`src/core/sbtc_pkg.sv`:
```
// package: register map, encodings and timing constants of the sweep/burst trigger controller
package sbtc_pkg;
  localparam int unsigned CLK_HZ = 20000000;
  localparam int unsigned MARK_PULSE_NS = 1100;
  localparam int unsigned MARK_PULSE_CYC = (MARK_PULSE_NS * (CLK_HZ / 1000000) + 999) / 1000;
  localparam int unsigned FSK_MAX_HZ = 1000000;
  localparam int unsigned FSK_MIN_CYC = CLK_HZ / FSK_MAX_HZ;

  localparam logic [3:0] ADDR_CTRL   = 4'h0;
  localparam logic [3:0] ADDR_PERIOD = 4'h4;
  localparam logic [3:0] ADDR_CMD    = 4'h8;
  localparam logic [3:0] ADDR_STATUS = 4'hC;

  localparam int CTRL_SRC_LSB   = 0;
  localparam int CTRL_FUNC_LSB  = 2;
  localparam int CTRL_SLOPE     = 4;
  localparam int CTRL_OUT_EN    = 5;
  localparam int CTRL_OUT_POL   = 6;
  localparam int CTRL_GATED     = 7;
  localparam int CTRL_FSK_EXT   = 8;
  localparam int CTRL_NOISE     = 9;
  localparam int CTRL_REMOTE    = 10;
  localparam int CMD_BUS_TRIG   = 0;
  localparam int CMD_APPLY      = 1;
  localparam int CMD_RESET      = 2;

  localparam logic [31:0] CTRL_RESET   = 32'h0000_0020;
  localparam logic [31:0] PERIOD_RESET = 32'h0003_0D40;
  localparam logic [31:0] PERIOD_MIN   = 32'h0000_0002;

  typedef enum logic [1:0] {SBTC_SRC_INT, SBTC_SRC_EXT, SBTC_SRC_MAN, SBTC_SRC_BUS} sbtc_src_t;
  typedef enum logic [1:0] {SBTC_FN_OTHER, SBTC_FN_SWEEP, SBTC_FN_BURST, SBTC_FN_FSK} sbtc_func_t;
endpackage

```
`src/core/sbtc_top.sv`:
```
// sweep/burst trigger controller: source select, start pulses, trigger marker, gate and fsk
//
// The implementer's own choices: the Avalon-MM register port and the register addresses.
module sbtc_top
  import sbtc_pkg::*;
(
  input  wire logic        clk,
  input  wire logic        reset,
  input  wire logic [3:0]  avs_address,
  input  wire logic        avs_read,
  input  wire logic        avs_write,
  input  wire logic [31:0] avs_writedata,
  input  wire logic [3:0]  avs_byteenable,
  output logic [31:0]      avs_readdata,
  output logic             avs_waitrequest,
  input  wire logic        trig_in,
  input  wire logic        manual_key,
  input  wire logic        cycle_busy,
  input  wire logic        cycle_end,
  output logic             start_pulse,
  output logic             run_gate,
  output logic             stop_now,
  output logic             hop_select,
  output logic             key_lamp,
  output logic             trig_out,
  output logic             trig_out_oe
);
  import sbtc_pkg::*;

  ////////////////////////////////////////////////////////////////////////////
  logic [31:0] ctrl_q;
  logic [31:0] period_q;
  logic        rd_pend_q;
  logic        bus_trig_q;
  logic        apply_q;
  logic        soft_rst_q;
  logic        wr_ok;
  sbtc_src_t   src;
  sbtc_func_t  func;
  logic        trig_active;
  logic        gated_burst_mode;
  logic        fsk_external_source;
  logic        noise_wave;
  logic        remote_mode;
  logic        burst_run_q;
  logic        waiting;

  assign src                 = sbtc_src_t'(ctrl_q[CTRL_SRC_LSB +: 2]);
  assign func                = sbtc_func_t'(ctrl_q[CTRL_FUNC_LSB +: 2]);
  assign gated_burst_mode    = ctrl_q[CTRL_GATED];
  assign fsk_external_source = ctrl_q[CTRL_FSK_EXT];
  assign noise_wave          = ctrl_q[CTRL_NOISE];
  assign remote_mode         = ctrl_q[CTRL_REMOTE];
  assign trig_active         = (func == SBTC_FN_SWEEP) || (func == SBTC_FN_BURST && !gated_burst_mode);

  // writes finish in the cycle they appear; reads take one wait cycle
  assign wr_ok           = avs_write && (avs_byteenable == 4'hF);
  assign avs_waitrequest = avs_read && !rd_pend_q;

  always_ff @(posedge clk) begin
    if (reset) begin
      rd_pend_q <= 1'b0;
    end else begin
      rd_pend_q <= avs_read && !rd_pend_q;
    end
  end

  always_ff @(posedge clk) begin
    if (reset) begin
      avs_readdata <= 32'h0000_0000;
    end else if (avs_read && !rd_pend_q) begin
      unique case (avs_address)
        ADDR_CTRL:   avs_readdata <= ctrl_q;
        ADDR_PERIOD: avs_readdata <= period_q;
        ADDR_STATUS: avs_readdata <= {29'h0000_0000, waiting, burst_run_q, trig_out};
        default:     avs_readdata <= 32'h0000_0000;
      endcase
    end
  end

  // partial-width writes are ignored: every field must land together
  always_ff @(posedge clk) begin
    if (reset || soft_rst_q) begin
      ctrl_q <= CTRL_RESET;
    end else if (apply_q) begin
      ctrl_q[CTRL_SRC_LSB +: 2] <= SBTC_SRC_INT;
    end else if (wr_ok && avs_address == ADDR_CTRL) begin
      ctrl_q <= {21'h00_0000, avs_writedata[10:0]};
    end
  end

  always_ff @(posedge clk) begin
    if (reset) begin
      period_q <= PERIOD_RESET;
    end else if (wr_ok && avs_address == ADDR_PERIOD) begin
      period_q <= (avs_writedata < PERIOD_MIN) ? PERIOD_MIN : avs_writedata;
    end
  end

  // command bits act one cycle after the write; remote reset outranks apply
  always_ff @(posedge clk) begin
    if (reset) begin
      bus_trig_q <= 1'b0;
      apply_q    <= 1'b0;
      soft_rst_q <= 1'b0;
    end else begin
      bus_trig_q <= wr_ok && avs_address == ADDR_CMD && avs_writedata[CMD_BUS_TRIG];
      apply_q    <= wr_ok && avs_address == ADDR_CMD && avs_writedata[CMD_APPLY];
      soft_rst_q <= wr_ok && avs_address == ADDR_CMD && avs_writedata[CMD_RESET];
    end
  end

  ////////////////////////////////////////////////////////////////////////////
  // input synchroniser; first stage feeds only the second
  logic sync1_q;
  logic sync2_q;
  logic sync3_q;
  logic ext_edge;

  always_ff @(posedge clk) begin
    if (reset) begin
      sync1_q <= 1'b0;
      sync2_q <= 1'b0;
      sync3_q <= 1'b0;
    end else begin
      sync1_q <= trig_in;
      sync2_q <= sync1_q;
      sync3_q <= sync2_q;
    end
  end

  assign ext_edge = ctrl_q[CTRL_SLOPE] ? (sync3_q && !sync2_q) : (!sync3_q && sync2_q);

  logic key_q;
  logic key_press;
  always_ff @(posedge clk) begin
    if (reset) begin
      key_q <= 1'b0;
    end else begin
      key_q <= manual_key;
    end
  end
  assign key_press = manual_key && !key_q && !remote_mode;

  ////////////////////////////////////////////////////////////////////////////
  logic [31:0] per_cnt_q;
  logic        int_tick;
  logic        start_d;

  // a cleared count fires at once: the first start follows selection by one cycle
  assign int_tick = (per_cnt_q == 32'h0000_0000);

  always_ff @(posedge clk) begin
    if (reset || src != SBTC_SRC_INT || !trig_active) begin
      per_cnt_q <= 32'h0000_0000;
    end else if (int_tick) begin
      per_cnt_q <= period_q - 32'h0000_0001;
    end else begin
      per_cnt_q <= per_cnt_q - 32'h0000_0001;
    end
  end

  // events of unselected sources are dropped here, never queued
  always_comb begin
    start_d = 1'b0;
    if (trig_active) begin
      unique case (src)
        SBTC_SRC_INT: start_d = int_tick;
        SBTC_SRC_EXT: start_d = ext_edge && !burst_run_q && !cycle_busy;
        SBTC_SRC_MAN: start_d = key_press && !burst_run_q;
        SBTC_SRC_BUS: start_d = bus_trig_q && !burst_run_q;
      endcase
    end
  end

  always_ff @(posedge clk) begin
    if (reset) begin
      start_pulse <= 1'b0;
    end else begin
      start_pulse <= start_d;
    end
  end

  // burst_run holds from start until the engine reports the burst done
  always_ff @(posedge clk) begin
    if (reset || !trig_active) begin
      burst_run_q <= 1'b0;
    end else if (start_pulse) begin
      burst_run_q <= 1'b1;
    end else if (cycle_end) begin
      burst_run_q <= 1'b0;
    end
  end

  assign waiting  = trig_active && !burst_run_q && (src == SBTC_SRC_MAN || src == SBTC_SRC_BUS);
  assign key_lamp = waiting;

  ////////////////////////////////////////////////////////////////////////////
  // gated burst and fsk both read the synchronised level
  logic gate_q;
  always_ff @(posedge clk) begin
    if (reset) begin
      gate_q <= 1'b0;
    end else if (!(func == SBTC_FN_BURST && gated_burst_mode)) begin
      gate_q <= 1'b0;
    end else if (sync2_q) begin
      gate_q <= 1'b1;
    end else if (noise_wave || cycle_end) begin
      gate_q <= 1'b0;
    end
  end
  assign run_gate = gate_q;
  assign stop_now = gate_q && !sync2_q && noise_wave;

  // registered so the hop line never glitches while the source settles
  always_ff @(posedge clk) begin
    if (reset) begin
      hop_select <= 1'b0;
    end else begin
      hop_select <= (func == SBTC_FN_FSK) && fsk_external_source && sync2_q;
    end
  end

  ////////////////////////////////////////////////////////////////////////////
  logic [31:0] mark_cnt_q;
  logic        mark_q;
  logic [31:0] half_period;
  assign half_period = {1'b0, period_q[31:1]};
  // counter starts at one so the high time equals the compare value exactly

  always_ff @(posedge clk) begin
    if (reset || !trig_active) begin
      mark_q     <= 1'b0;
      mark_cnt_q <= 32'h0000_0000;
    end else if (start_pulse) begin
      mark_q     <= 1'b1;
      mark_cnt_q <= 32'h0000_0001;
    end else if (mark_q) begin
      mark_cnt_q <= mark_cnt_q + 32'h0000_0001;
      if (src == SBTC_SRC_INT && mark_cnt_q >= half_period) begin
        mark_q <= 1'b0;
      end else if (src != SBTC_SRC_INT && mark_cnt_q >= MARK_PULSE_CYC) begin
        mark_q <= 1'b0;
      end
    end
  end

  assign trig_out_oe = ctrl_q[CTRL_OUT_EN] && trig_active && src != SBTC_SRC_EXT;
  assign trig_out    = trig_out_oe && (mark_q ^ ctrl_q[CTRL_OUT_POL]);

  ////////////////////////////////////////////////////////////////////////////
  // checks watch internal nets; covers mark the main source paths
  property p_one_source;
    @(posedge clk) disable iff (reset) start_d |-> trig_active;
  endproperty
  a_one_source: assert property (p_one_source) else $error("start outside sweep or burst");

  property p_ext_edge;
    @(posedge clk) disable iff (reset)
      (src == SBTC_SRC_EXT && trig_active && $rose(sync2_q) && !ctrl_q[CTRL_SLOPE] && !burst_run_q && !cycle_busy)
      |-> start_d ##1 start_pulse;
  endproperty
  a_ext_edge: assert property (p_ext_edge) else $error("rising edge did not start");

  property p_ignore_busy;
    @(posedge clk) disable iff (reset) (src == SBTC_SRC_EXT && burst_run_q) |-> !start_d;
  endproperty
  a_ignore_busy: assert property (p_ignore_busy) else $error("edge taken during burst");

  property p_remote_key;
    @(posedge clk) disable iff (reset) (src == SBTC_SRC_MAN && remote_mode) |-> !start_d;
  endproperty
  a_remote_key: assert property (p_remote_key) else $error("key honoured in remote");

  property p_bus_start;
    @(posedge clk) disable iff (reset)
      (bus_trig_q && src == SBTC_SRC_BUS && trig_active && !burst_run_q) |=> start_pulse;
  endproperty
  a_bus_start: assert property (p_bus_start) else $error("bus command lost");

  property p_apply;
    @(posedge clk) disable iff (reset) apply_q && !soft_rst_q |=> src == SBTC_SRC_INT;
  endproperty
  a_apply: assert property (p_apply) else $error("configure did not force immediate");

  property p_ext_oe;
    @(posedge clk) disable iff (reset) src == SBTC_SRC_EXT |-> !trig_out_oe;
  endproperty
  a_ext_oe: assert property (p_ext_oe) else $error("marker driven with external source");

  property p_bus_width;
    @(posedge clk) disable iff (reset)
      (start_pulse && src == SBTC_SRC_BUS && trig_active) |=> mark_q [*8];
  endproperty
  a_bus_width: assert property (p_bus_width) else $error("bus marker too short");

  property p_lamp;
    @(posedge clk) disable iff (reset) (src == SBTC_SRC_MAN && trig_active && !burst_run_q) |-> key_lamp;
  endproperty
  a_lamp: assert property (p_lamp) else $error("lamp dark while waiting");

  property p_reset_src;
    @(posedge clk) reset |=> src == SBTC_SRC_INT;
  endproperty
  a_reset_src: assert property (p_reset_src) else $error("reset left non-internal source");

  property p_noise_stop;
    @(posedge clk) disable iff (reset)
      (run_gate && !sync2_q && noise_wave && func == SBTC_FN_BURST) |-> stop_now ##1 !run_gate;
  endproperty
  a_noise_stop: assert property (p_noise_stop) else $error("noise output not stopped");

  property p_hop;
    @(posedge clk) disable iff (reset)
      (func == SBTC_FN_FSK && fsk_external_source) |=> hop_select == $past(sync2_q);
  endproperty
  a_hop: assert property (p_hop) else $error("hop select not following input level");

  property p_gate_hold;
    @(posedge clk) disable iff (reset)
      (run_gate && !sync2_q && !noise_wave && !cycle_end && func == SBTC_FN_BURST && gated_burst_mode)
      |=> run_gate;
  endproperty
  a_gate_hold: assert property (p_gate_hold) else $error("gate dropped before cycle end");

  c_int: cover property (@(posedge clk) src == SBTC_SRC_INT && start_pulse);
  c_ext: cover property (@(posedge clk) src == SBTC_SRC_EXT && start_pulse);
  c_bus: cover property (@(posedge clk) src == SBTC_SRC_BUS && start_pulse);
  c_gate: cover property (@(posedge clk) $fell(run_gate));
  c_man: cover property (@(posedge clk) src == SBTC_SRC_MAN && start_pulse);
endmodule

```
`config.mk`:
```
export PLATFORM = sky130hd
export DESIGN_NAME = sbtc_top
export DESIGN_NICKNAME = d
export VERILOG_FILES = /design/src/core/sbtc_pkg.sv /design/src/core/sbtc_top.sv
export SDC_FILE = /design/constraint.sdc
export NUM_CORES = 1
export LEC_CHECK = 0
export BUFFER_PORTS_ARGS = -buffer_cell sky130_fd_sc_hd__clkbuf_2
export CAP_MARGIN = 10
export CORE_ASPECT_RATIO = 1.1
export CORE_MARGIN = 3
export CORE_UTILIZATION = 43
export DETAILED_ROUTE_END_ITERATION = 6
export SLEW_MARGIN = 20
export SYNTH_ARGS = -nofsm -noshare
export SYNTH_HDL_FRONTEND = slang
export SYNTH_SLANG_ARGS = --single-unit
```
`constraint.sdc`:
```
create_clock -name clk -period 4.6 [get_ports clk]
set_input_delay 0.92 -clock clk [delete_from_list [all_inputs] [get_ports clk]]
set_output_delay 0.92 -clock clk [all_outputs]
set_load 0.1 [all_outputs]
```
==> impl_metrics.env, run 1 <==
export IMPL_wl_per_cell_um=17.0
export IMPL_start_util_pct=44.2
export IMPL_syn_num_nets=1066
export IMPL_vias=7219
export IMPL_diodes=0
export IMPL_yosysUniqueCellTypes=66
export IMPL_cap_violations=0
export IMPL_core_area_um2=17800
export IMPL_p_seq_share_pct=47.2
export IMPL_synth_warnings=0
export IMPL_p_total_mw=2.80
export IMPL_min_from="sync1_q"
export IMPL_p_clk_share_pct=49.4
export IMPL_clk_pin_slew_worst_paths_ns=0.08
export IMPL_grtUsageTotal_pct=22.3
export IMPL_setup_worst_path_start_class="register"
export IMPL_cts_htree_levels=4
export IMPL_avgSynthCellArea_um2=8.00
export IMPL_seq_area_frac_synth_pct=38.7
export IMPL_grt_antenna_before_repair=0
export IMPL_leakage_nw=3.57
export IMPL_syn_instance_count=984
export IMPL_route_detailed_drc=0
export IMPL_hold_path_class="register to register"
export IMPL_max_freq_ghz=0.306
export IMPL_hold_depth=1
export IMPL_clock_latency_ns=0.44
export IMPL_synth_edf_count=0
export IMPL_synth_async_reset_ratio_pct=0
export IMPL_drt_initial_drc_count=391
export IMPL_final_area_um2=9060
export IMPL_wirelength_mm=22.1
export IMPL_dieArea_um2=20000
export IMPL_cts_resized=0
export IMPL_postRouteAntennaNets=0
export IMPL_synthFlopType="dfxtp_1"
export IMPL_pwr_share_comb_pct=3.5
export IMPL_std_cell_rows=51
export IMPL_die_h_um=148
export IMPL_r2r_start="per_cnt_q[24]"
export IMPL_p_int_mw=2.08
export IMPL_grt_pass1_vias=6945
export IMPL_ff2ff_path_depth=13
export IMPL_vdd_drop_max_v=0.000261
export IMPL_fin_crit_sh_pct=71.1
export IMPL_numCtsBuffers=17
export IMPL_place_congestion=0.906
export IMPL_crit_start="per_cnt_q[24]"
export IMPL_fill_cells=1766
export IMPL_slew_viol_final=0
export IMPL_postLayoutCoreUtil_pct=50.9
export IMPL_max_slew_worst_pin_slew_ns=0.975
export IMPL_hold_buffers=0
export IMPL_ioPinCount=88
export IMPL_setup_viol=0
export IMPL_nNetsFinal=1135
export IMPL_syn_to_final_growth_pct=15.1
export IMPL_cp_end_kind="register"
export IMPL_setup_tns_ns=0
export IMPL_clockBufferDepth=2
export IMPL_power_switching_mw=0.725
export IMPL_power_density_nw_per_um2=309
export IMPL_cts_sinks=152
export IMPL_grt_pass1_wl_mm=35.8
export IMPL_syn_area_um2=7870
export IMPL_rsz0062_at_grt="false"
export IMPL_crit_type="register to register"
export IMPL_cts_tree="built"
export IMPL_gr_total_overflow=0
export IMPL_hold_slack_ns=0.439
export IMPL_drt_pass1_iterations=5
export IMPL_placed_area_um2=8490
export IMPL_hold_end="sync2_q"
export IMPL_die_w_um=135
export IMPL_root_buffer="clkbuf_16"
export IMPL_required_ns=4.92
export IMPL_finalCriticalPeriod_ns=3.27
export IMPL_critPathArrivalTime_ns=3.59
export IMPL_cts_setup_buffers=0
export IMPL_p_sw_share_pct=25.9
export IMPL_io_buffers=87
export IMPL_max_slew_margin_rel_pct=34.8
export IMPL_fin_skew_ns=0.0186
export IMPL_reg2reg_to="per_cnt_q[24]"
export IMPL_drive_above_1_share_pct=14.4
export IMPL_rrSetupSlack_ns=1.33
export IMPL_final_hold_viol_count=0
export IMPL_via_per_inst=5.54
export IMPL_dp_hpwl_mm=16.1
export IMPL_cp_max_fo=6
export IMPL_ys_ff_latch=152
export IMPL_status="completed"
export IMPL_grt_max_degree=74
## metrics by stage
stage | setup slack (ns) | cells
6_report | 1.33 | 1304
5_1_grt | 1.10 | 1304
4_1_cts | 1.33 | 1304
3_5_place_dp | 1.31 | 1272
3_3_place_gp | 1.34 | 1272
2_1_floorplan | 1.14 | 984
## metal layers
layer / part of all wire [%] / up-vias / GRT usage, %
li1: - / 3614 / -
met1: 47 / 3370 / 31.5
met2: 45 / 195 / 34.7
met3: 5.3 / 40 / 3.81
met4: 2.4 / 0 / 7.71
met5: 0 / - / 0
## power groups by stage
| stage | Clock [mW] | Combinational [mW] | Sequential (mW) |
|---|---|---|---|
| after floorplan | 0 | 0.0506 | 1.35 |
| after global placement | 0 | 0.0978 | 1.35 |
| after detailed placement | 0 | 0.0968 | 1.35 |
| after CTS | 1.41 | 0.0971 | 1.32 |
| after global routing | 1.46 | 0.105 | 1.32 |
| final | 1.38 | 0.0972 | 1.32 |
## cells by family after synthesis
logic type / Yosys count / synth area share, %
flops: 152 / 38.7
mux: 19 / 2.57
fa+ha+maj: 34 / 5.40
xor+xnor: 43 / 4.78
compound gates: 196 / 15.1
simple gates: 449 / 28.8
buf+inv: 91 / 4.61
## worst max-delay path, cell delays in order (launching register included)
cell	delay [ns]
dfxtp_1	0.45
nor4_1	0.09
buf_4	0.16
nand4_1	0.21
nor3_4	0.09
a21oi_1	0.20
ha_1	0.21
or3b_2	0.47
nor2_1	0.16
and3_1	0.20
o21ai_1	0.19
nor3_1	0.34
nand2_1	0.10
o221a_2	0.29
## cell usage after synthesis, drive strengths merged (4+ instances only)
master  number  area [µm²]
a211oi       4        30.0
a21o        20         150
a21oi      105         526
a22oi        9        67.6
a31oi        4        25.0
and2         8        50.1
and3        10        62.6
and4         4        35.0
buf         10        58.8
clkbuf      37         139
dfxtp      152        3040
ha          34         425
inv         44         165
mux2i       19         203
nand2      113         424
nand2b       9        56.3
nand3       38         190
nand3b       9        67.6
nand4       20         125
nor2       123         462
nor2b        5        31.3
nor3        35         213
nor3b        7        62.6
nor4        33         234
nor4b        5        43.8
o21ai       25         125
or2          5        31.3
or3         15        98.8
or4          6        48.8
xnor2       15         131
xor2        28         245
## flip-flops by register name, indices dropped and copies added (netlist names), 11 cells and up
signal	cells
avs_readdata	32
ctrl_q	11
mark_cnt_q	32
per_cnt_q	32
period_q	32
## layout make-up
cell class / count / area, µm² / share of cell area, %
Clock buffer: 18 / 429 / 4.73
Clock inverter: 14 / 145 / 1.60
Inverter: 44 / 165 / 1.82
Multi-Input combinational cell: 741 / 4470 / 49.4
Sequential cell: 152 / 3040 / 33.6
Tap cell: 238 / 298 / 3.29
Timing Repair Buffer: 97 / 510 / 5.63
## worst max path at each step
stage / depth (start not counted) / endpoint
2_1_floorplan: 14 / per_cnt_q[24]
3_3_place_gp: 6 / ctrl_q[5]
3_5_place_dp: 6 / ctrl_q[5]
4_1_cts: 13 / per_cnt_q[20]
5_1_grt: 12 / per_cnt_q[24]
6_report: 13 / per_cnt_q[24]
## placed cells by master, fill, tap and decap left out, types with 4 or more instances in the layout
| cell | instances |
|---|---|
| nor2b_1 | 5 |
| ha_1 | 34 |
| nand3_1 | 38 |
| mux2i_1 | 18 |
| nand2b_1 | 9 |
| dfxtp_1 | 152 |
| and2_1 | 7 |
| nand3b_1 | 9 |
| nor4b_1 | 4 |
| nor3b_1 | 5 |
| or4_1 | 5 |
| nand4_1 | 20 |
| nor3_1 | 30 |
| xor2_1 | 28 |
| nor4_1 | 30 |
| o21ai_0 | 22 |
| nor2_1 | 123 |
| a21o_1 | 20 |
| xnor2_1 | 15 |
| and3_1 | 10 |
| a211oi_1 | 4 |
| and4_1 | 4 |
| a21oi_1 | 105 |
| clkbuf_16 | 17 |
| inv_8 | 7 |
| buf_4 | 10 |
| a31oi_1 | 4 |
| clkbuf_2 | 87 |
| or2_2 | 5 |
| a22oi_1 | 9 |
| nand2_1 | 113 |
| or3_1 | 14 |
| inv_1 | 44 |
Power figures use the tool's default switching activity.
==> run 2: changes to the inputs <==
==> constraint.sdc (replaced) <==
create_clock -name clk -period 3.4 [get_ports clk]
set_input_delay 0.68 -clock clk [delete_from_list [all_inputs] [get_ports clk]]
set_output_delay 0.68 -clock clk [all_outputs]
set_load 0.1 [all_outputs]
==> run 2 against run 1 <==
  * Clock skew is essentially flat
  * Fmax grew 3.0%
  * Register-to-register slack lost 1.1 ns
  * Cell area grew 1.4%
  * Combinational power grew 40%
  * Critical path type unchanged
  * Largest power group unchanged
  * Highest routed layer unchanged
==> impl_metrics.env, run 2 (synthesis results as in run 1) <==
export IMPL_drt_pass1_iterations=6
export IMPL_grt_pass1_vias=7078
export IMPL_max_slew_margin_rel_pct=59.3
export IMPL_clockBufferDepth=2
export IMPL_die_h_um=148
export IMPL_cts_resized=0
export IMPL_max_slew_worst_pin_slew_ns=0.610
export IMPL_required_ns=3.71
export IMPL_start_util_pct=44.2
export IMPL_critical_path_cell_chain="nor4_1 -> buf_4 -> nand4_1 -> nor3_4 -> a21oi_1 -> ha_1 -> or3b_2 -> nor2_1 -> and3_1 -> o21ai_2 -> nor3_1 -> buf_4 -> nand2_1 -> o221a_2"
export IMPL_cts_tree="built"
export IMPL_hold_depth=1
export IMPL_hold_end="sync2_q"
export IMPL_vdd_drop_max_v=0.000368
export IMPL_power_density_nw_per_um2=416
export IMPL_syn_to_final_growth_pct=16.8
export IMPL_route_detailed_drc=0
export IMPL_leakage_nw=3.65
export IMPL_reg2reg_to="per_cnt_q[24]"
export IMPL_clock_latency_ns=0.44
export IMPL_instances_no_fill=1317
export IMPL_fill_cells=1726
export IMPL_cap_violations=0
export IMPL_die_w_um=135
export IMPL_numCtsBuffers=17
export IMPL_fin_crit_sh_pct=93.3
export IMPL_postLayoutCoreUtil_pct=51.6
export IMPL_cp_depth=14
export IMPL_clk_pin_slew_worst_paths_ns=0.07
export IMPL_wirelength_mm=22.9
export IMPL_rsz0062_at_grt="false"
export IMPL_cts_setup_buffers=0
export IMPL_via_per_inst=5.56
export IMPL_min_from="sync1_q"
export IMPL_final_common_cell="dfxtp_1"
export IMPL_grt_pass1_wl_mm=37.5
export IMPL_hold_buffers=0
export IMPL_fin_skew_ns=0.0186
export IMPL_drt_initial_drc_count=454
export IMPL_crit_path_top_delay_cell="or3b_2"
export IMPL_core_area_um2=17800
export IMPL_setup_worst_path_start_class="register"
export IMPL_setup_tns_ns=0
export IMPL_finalCriticalPeriod_ns=3.17
export IMPL_io_buffers=87
export IMPL_final_hold_viol_count=0
export IMPL_postRouteAntennaNets=0
export IMPL_dp_cells=1285
export IMPL_slew_viol_final=0
export IMPL_dp_hpwl_mm=16.7
export IMPL_gr_total_overflow=0
export IMPL_nNetsFinal=1148
export IMPL_wl_per_cell_um=17.4
export IMPL_critPathArrivalTime_ns=3.49
export IMPL_p_total_mw=3.83
export IMPL_diodes=0
export IMPL_hold_path_class="register to register"
export IMPL_cp_max_fo=6
export IMPL_ioPinCount=88
export IMPL_vias=7318
export IMPL_final_cell_mix="152 x dfxtp_1, 123 x nor2_1, 113 x nand2_1, 105 x a21oi_1, 86 x clkbuf_2"
export IMPL_grt_antenna_before_repair=0
export IMPL_r2r_start="per_cnt_q[24]"
export IMPL_setup_viol=0
export IMPL_path_delay_family="simple AND/OR/NAND/NOR gates"
export IMPL_cts_htree_levels=4
export IMPL_critPathMostFrequentCell="buf_4"
export IMPL_drive_above_1_share_pct=15.7
export IMPL_cts_sinks=152
export IMPL_place_congestion=0.891
export IMPL_cp_end_kind="register"
export IMPL_slowest_delay_ns=0.46
export IMPL_dieArea_um2=20000
export IMPL_root_buffer="clkbuf_16"
export IMPL_critical_path_buf_inv_count=2
export IMPL_ff2ff_path_depth=14
export IMPL_crit_type="register to register"
export IMPL_crit_start="per_cnt_q[24]"
export IMPL_max_freq_ghz=0.315
export IMPL_status="completed"
export IMPL_grtUsageTotal_pct=23.5
export IMPL_rrSetupSlack_ns=0.23
export IMPL_std_cell_rows=51
export IMPL_grt_max_degree=61
==> run 2: worst max-delay path by stage <==
stage	endpoint	slack (ns)
final	per_cnt_q[24]	0.23
after global routing	per_cnt_q[24]	0.01
after CTS	per_cnt_q[24]	0.25
after detailed placement	per_cnt_q[24]	0.32
after global placement	per_cnt_q[28]	0.36
after floorplan	per_cnt_q[24]	0.03
==> run 2: layout make-up <==
cell class | instances | area [µm²] | share of cell area, %
Inverter | 44 | 165 | 1.80
Sequential cell | 152 | 3040 | 33.1
Timing Repair Buffer | 110 | 623 | 6.78
Tap cell | 238 | 298 | 3.24
Clock inverter | 14 | 145 | 1.58
Clock buffer | 18 | 439 | 4.78
Multi-Input combinational cell | 741 | 4480 | 48.7
==> run 2: where the power goes <==
group	internal (mW)	leakage (nW)	switching [mW]	total [mW]
logic	0.0451	2.14	0.0912	0.136
clock network	1.00	0.291	0.900	1.90
registers	1.78	1.23	0.00319	1.79
==> run 2: through the flow <==
stage	hold slack [ns]	instance area [µm²]	setup WS (ns)
6_report	0.442	9200	0.226
5_1_grt	0.464	9200	0.0121
4_1_cts	0.443	9190	0.248
3_5_place_dp	0.432	8610	0.322
3_3_place_gp	0.416	8610	0.365
2_1_floorplan	0.414	7880	0.0313
==> run 2: routing by layer <==
metal  global-route usage [%]  wire length, µm  part of all wire (%)
met5                        0                0                     0
met4                     6.55              419                   1.8
met3                     3.98             1340                   5.8
met2                     38.0            10600                    46
met1                     32.4            10600                    46
==> run 2: worst register-to-register path, stage by stage, from the launching register on <==
cell	delay, ns
dfxtp_1	0.43
nor4_1	0.09
buf_4	0.16
nand4_1	0.21
nor3_4	0.08
a21oi_1	0.21
ha_1	0.22
or3b_2	0.46
nor2_1	0.14
and3_1	0.22
o21ai_2	0.12
nor3_1	0.22
buf_4	0.16
nand2_1	0.05
o221a_2	0.30
==> run 3: changes to the inputs <==
--- a/config.mk
+++ b/config.mk
@@ -7,7 +7,6 @@
 export LEC_CHECK = 0
 export BUFFER_PORTS_ARGS = -buffer_cell sky130_fd_sc_hd__clkbuf_2
 export CAP_MARGIN = 10
-export CORE_ASPECT_RATIO = 1.1
 export CORE_MARGIN = 3
 export CORE_UTILIZATION = 43
 export DETAILED_ROUTE_END_ITERATION = 6
==> run 3 against run 2 <==
  * Combinational power about the same
  * Routed wire length down 3.3%
  * Register-to-register slack better by 0.06 ns
  * First-iteration DRC count down 6.6%
==> impl_metrics.env, run 3 (synthesis results as in run 1) <==
export IMPL_status="completed"
export IMPL_setup_tns_ns=0
export IMPL_numCtsBuffers=17
export IMPL_hold_depth=2
export IMPL_fin_crit_sh_pct=91.7
export IMPL_finalCriticalPeriod_ns=3.12
export IMPL_postRouteAntennaNets=0
export IMPL_std_cell_rows=48
export IMPL_fill_cells=1709
export IMPL_r2r_start="per_cnt_q[24]"
export IMPL_wirelength_mm=22.1
export IMPL_max_slew_margin_rel_pct=48.7
export IMPL_io_buffers=87
export IMPL_syn_to_final_growth_pct=16.4
export IMPL_setup_worst_path_start_class="register"
export IMPL_min_from="avs_readdata[24]"
export IMPL_slew_viol_final=0
export IMPL_ff2ff_path_depth=13
export IMPL_final_hold_viol_count=0
export IMPL_gr_total_overflow=0
export IMPL_place_congestion=0.962
export IMPL_grt_antenna_before_repair=0
export IMPL_wl_per_cell_um=17.0
export IMPL_path_delay_family="simple AND/OR/NAND/NOR gates"
export IMPL_cts_sinks=152
export IMPL_final_seq_area_um2=3040
export IMPL_core_area_um2=17600
export IMPL_max_slew_worst_pin_slew_ns=0.769
export IMPL_crit_path_top_delay_cell="or3b_2"
export IMPL_start_util_pct=44.7
export IMPL_die_w_um=141
export IMPL_final_cell_mix="152 x dfxtp_1, 123 x nor2_1, 113 x nand2_1, 105 x a21oi_1, 86 x clkbuf_2"
export IMPL_root_buffer="clkbuf_16"
export IMPL_cp_end_kind="register"
export IMPL_dp_hpwl_mm=16.3
export IMPL_cts_tree="built"
export IMPL_die_h_um=141
export IMPL_cp_max_fo=6
export IMPL_grtUsageTotal_pct=22.6
export IMPL_vias=7262
export IMPL_hold_buffers=0
export IMPL_postLayoutCoreUtil_pct=52.1
export IMPL_worst_slack_ns=0.283
export IMPL_reg2reg_to="per_cnt_q[30]"
export IMPL_diodes=0
export IMPL_nNetsFinal=1143
export IMPL_critPathArrivalTime_ns=3.41
export IMPL_cap_violations=0
export IMPL_vdd_drop_max_v=0.000342
export IMPL_critical_path_cell_chain="nor4_1 -> buf_4 -> nand4_1 -> nor3_4 -> a21oi_1 -> ha_1 -> or3b_2 -> nor2_1 -> and3_1 -> o2111ai_1 -> a2111oi_2 -> xnor2_1 -> nor2_1"
export IMPL_clockBufferDepth=2
export IMPL_clock_latency_ns=0.43
export IMPL_via_per_inst=5.59
export IMPL_drive_above_1_share_pct=15.4
export IMPL_multi_input_area_um2=4490
export IMPL_required_ns=3.69
export IMPL_grt_pass1_wl_mm=36.4
export IMPL_cts_resized=0
export IMPL_drt_pass1_iterations=6
export IMPL_rsz0062_at_grt="false"
export IMPL_clk_pin_slew_worst_paths_ns=0.07
export IMPL_crit_type="register to register"
export IMPL_route_detailed_drc=0
export IMPL_ioPinCount=88
export IMPL_hold_end="avs_readdata[24]"
export IMPL_rrSetupSlack_ns=0.28
export IMPL_dp_slack_ns=0.272
export IMPL_cts_setup_buffers=0
export IMPL_dieArea_um2=20000
export IMPL_grt_pass1_vias=6915
export IMPL_critPathMostFrequentCell="nor2_1"
export IMPL_critical_path_buf_inv_count=1
export IMPL_power_density_nw_per_um2=415
export IMPL_hold_path_class="register to register"
export IMPL_max_freq_ghz=0.321
export IMPL_slowest_delay_ns=0.48
export IMPL_final_common_cell="dfxtp_1"
export IMPL_setup_viol=0
export IMPL_drt_initial_drc_count=424
export IMPL_fin_skew_ns=0.0131
export IMPL_grt_max_degree=74
export IMPL_cts_htree_levels=4
export IMPL_leakage_nw=3.62
## run 3: area by class of cell
| type | instances | share of cell area [%] |
|---|---|---|
| clock buffers | 18 | 4.79 |
| well taps | 225 | 3.07 |
| clock inverters | 14 | 1.60 |
| inverters | 44 | 1.80 |
| multi-input cells | 741 | 49.0 |
| repair buffers | 105 | 6.53 |
| flip-flops and latches | 152 | 33.2 |
## run 3: routing by layer
metal | up-vias | GRT usage (%) | share of wire (%)
met5 | - | 0 | 0
met4 | 0 | 6.12 | 1.6
met3 | 25 | 4.38 | 4.6
met2 | 190 | 37.2 | 48
met1 | 3422 | 30.4 | 46
li1 | 3625 | - | -
## run 3: tightest hold or removal path, delay by kind of cell, from the launching register on
family             cells  cell delay, ns
DFF                    1            0.31
and+or+nand+nor        1            0.05
AOI/OAI and AO/OA      1            0.05
## run 3: worst max-delay path by stage
stage                        startpoint             to  depth (start not counted)
after global placement    per_cnt_q[24]  per_cnt_q[28]                         13
after CTS                 per_cnt_q[24]  per_cnt_q[28]                         13
final                     per_cnt_q[24]  per_cnt_q[30]                         13
after floorplan            per_cnt_q[3]  per_cnt_q[24]                         14
after global routing      per_cnt_q[24]  per_cnt_q[26]                         13
after detailed placement  per_cnt_q[24]  per_cnt_q[28]                         13
## run 3: per-stage QoR
| step | total power, mW | area (µm²) | hold WS [ns] | instances |
|---|---|---|---|---|
| after floorplan | 1.90 | 7880 | 0.414 | 984 |
| after global placement | 1.96 | 8560 | 0.437 | 1267 |
| final | 3.80 | 9160 | 0.450 | 1299 |
| after detailed placement | 1.96 | 8560 | 0.444 | 1267 |
| after global routing | 3.93 | 9160 | 0.465 | 1299 |
| after CTS | 3.84 | 9150 | 0.443 | 1299 |
## run 3: power breakdown
part / switching, mW / internal, mW / total (mW)
Combinational: 0.0913 / 0.0451 / 0.136
Sequential: 0.00304 / 1.78 / 1.79
Clock: 0.873 / 1.00 / 1.88
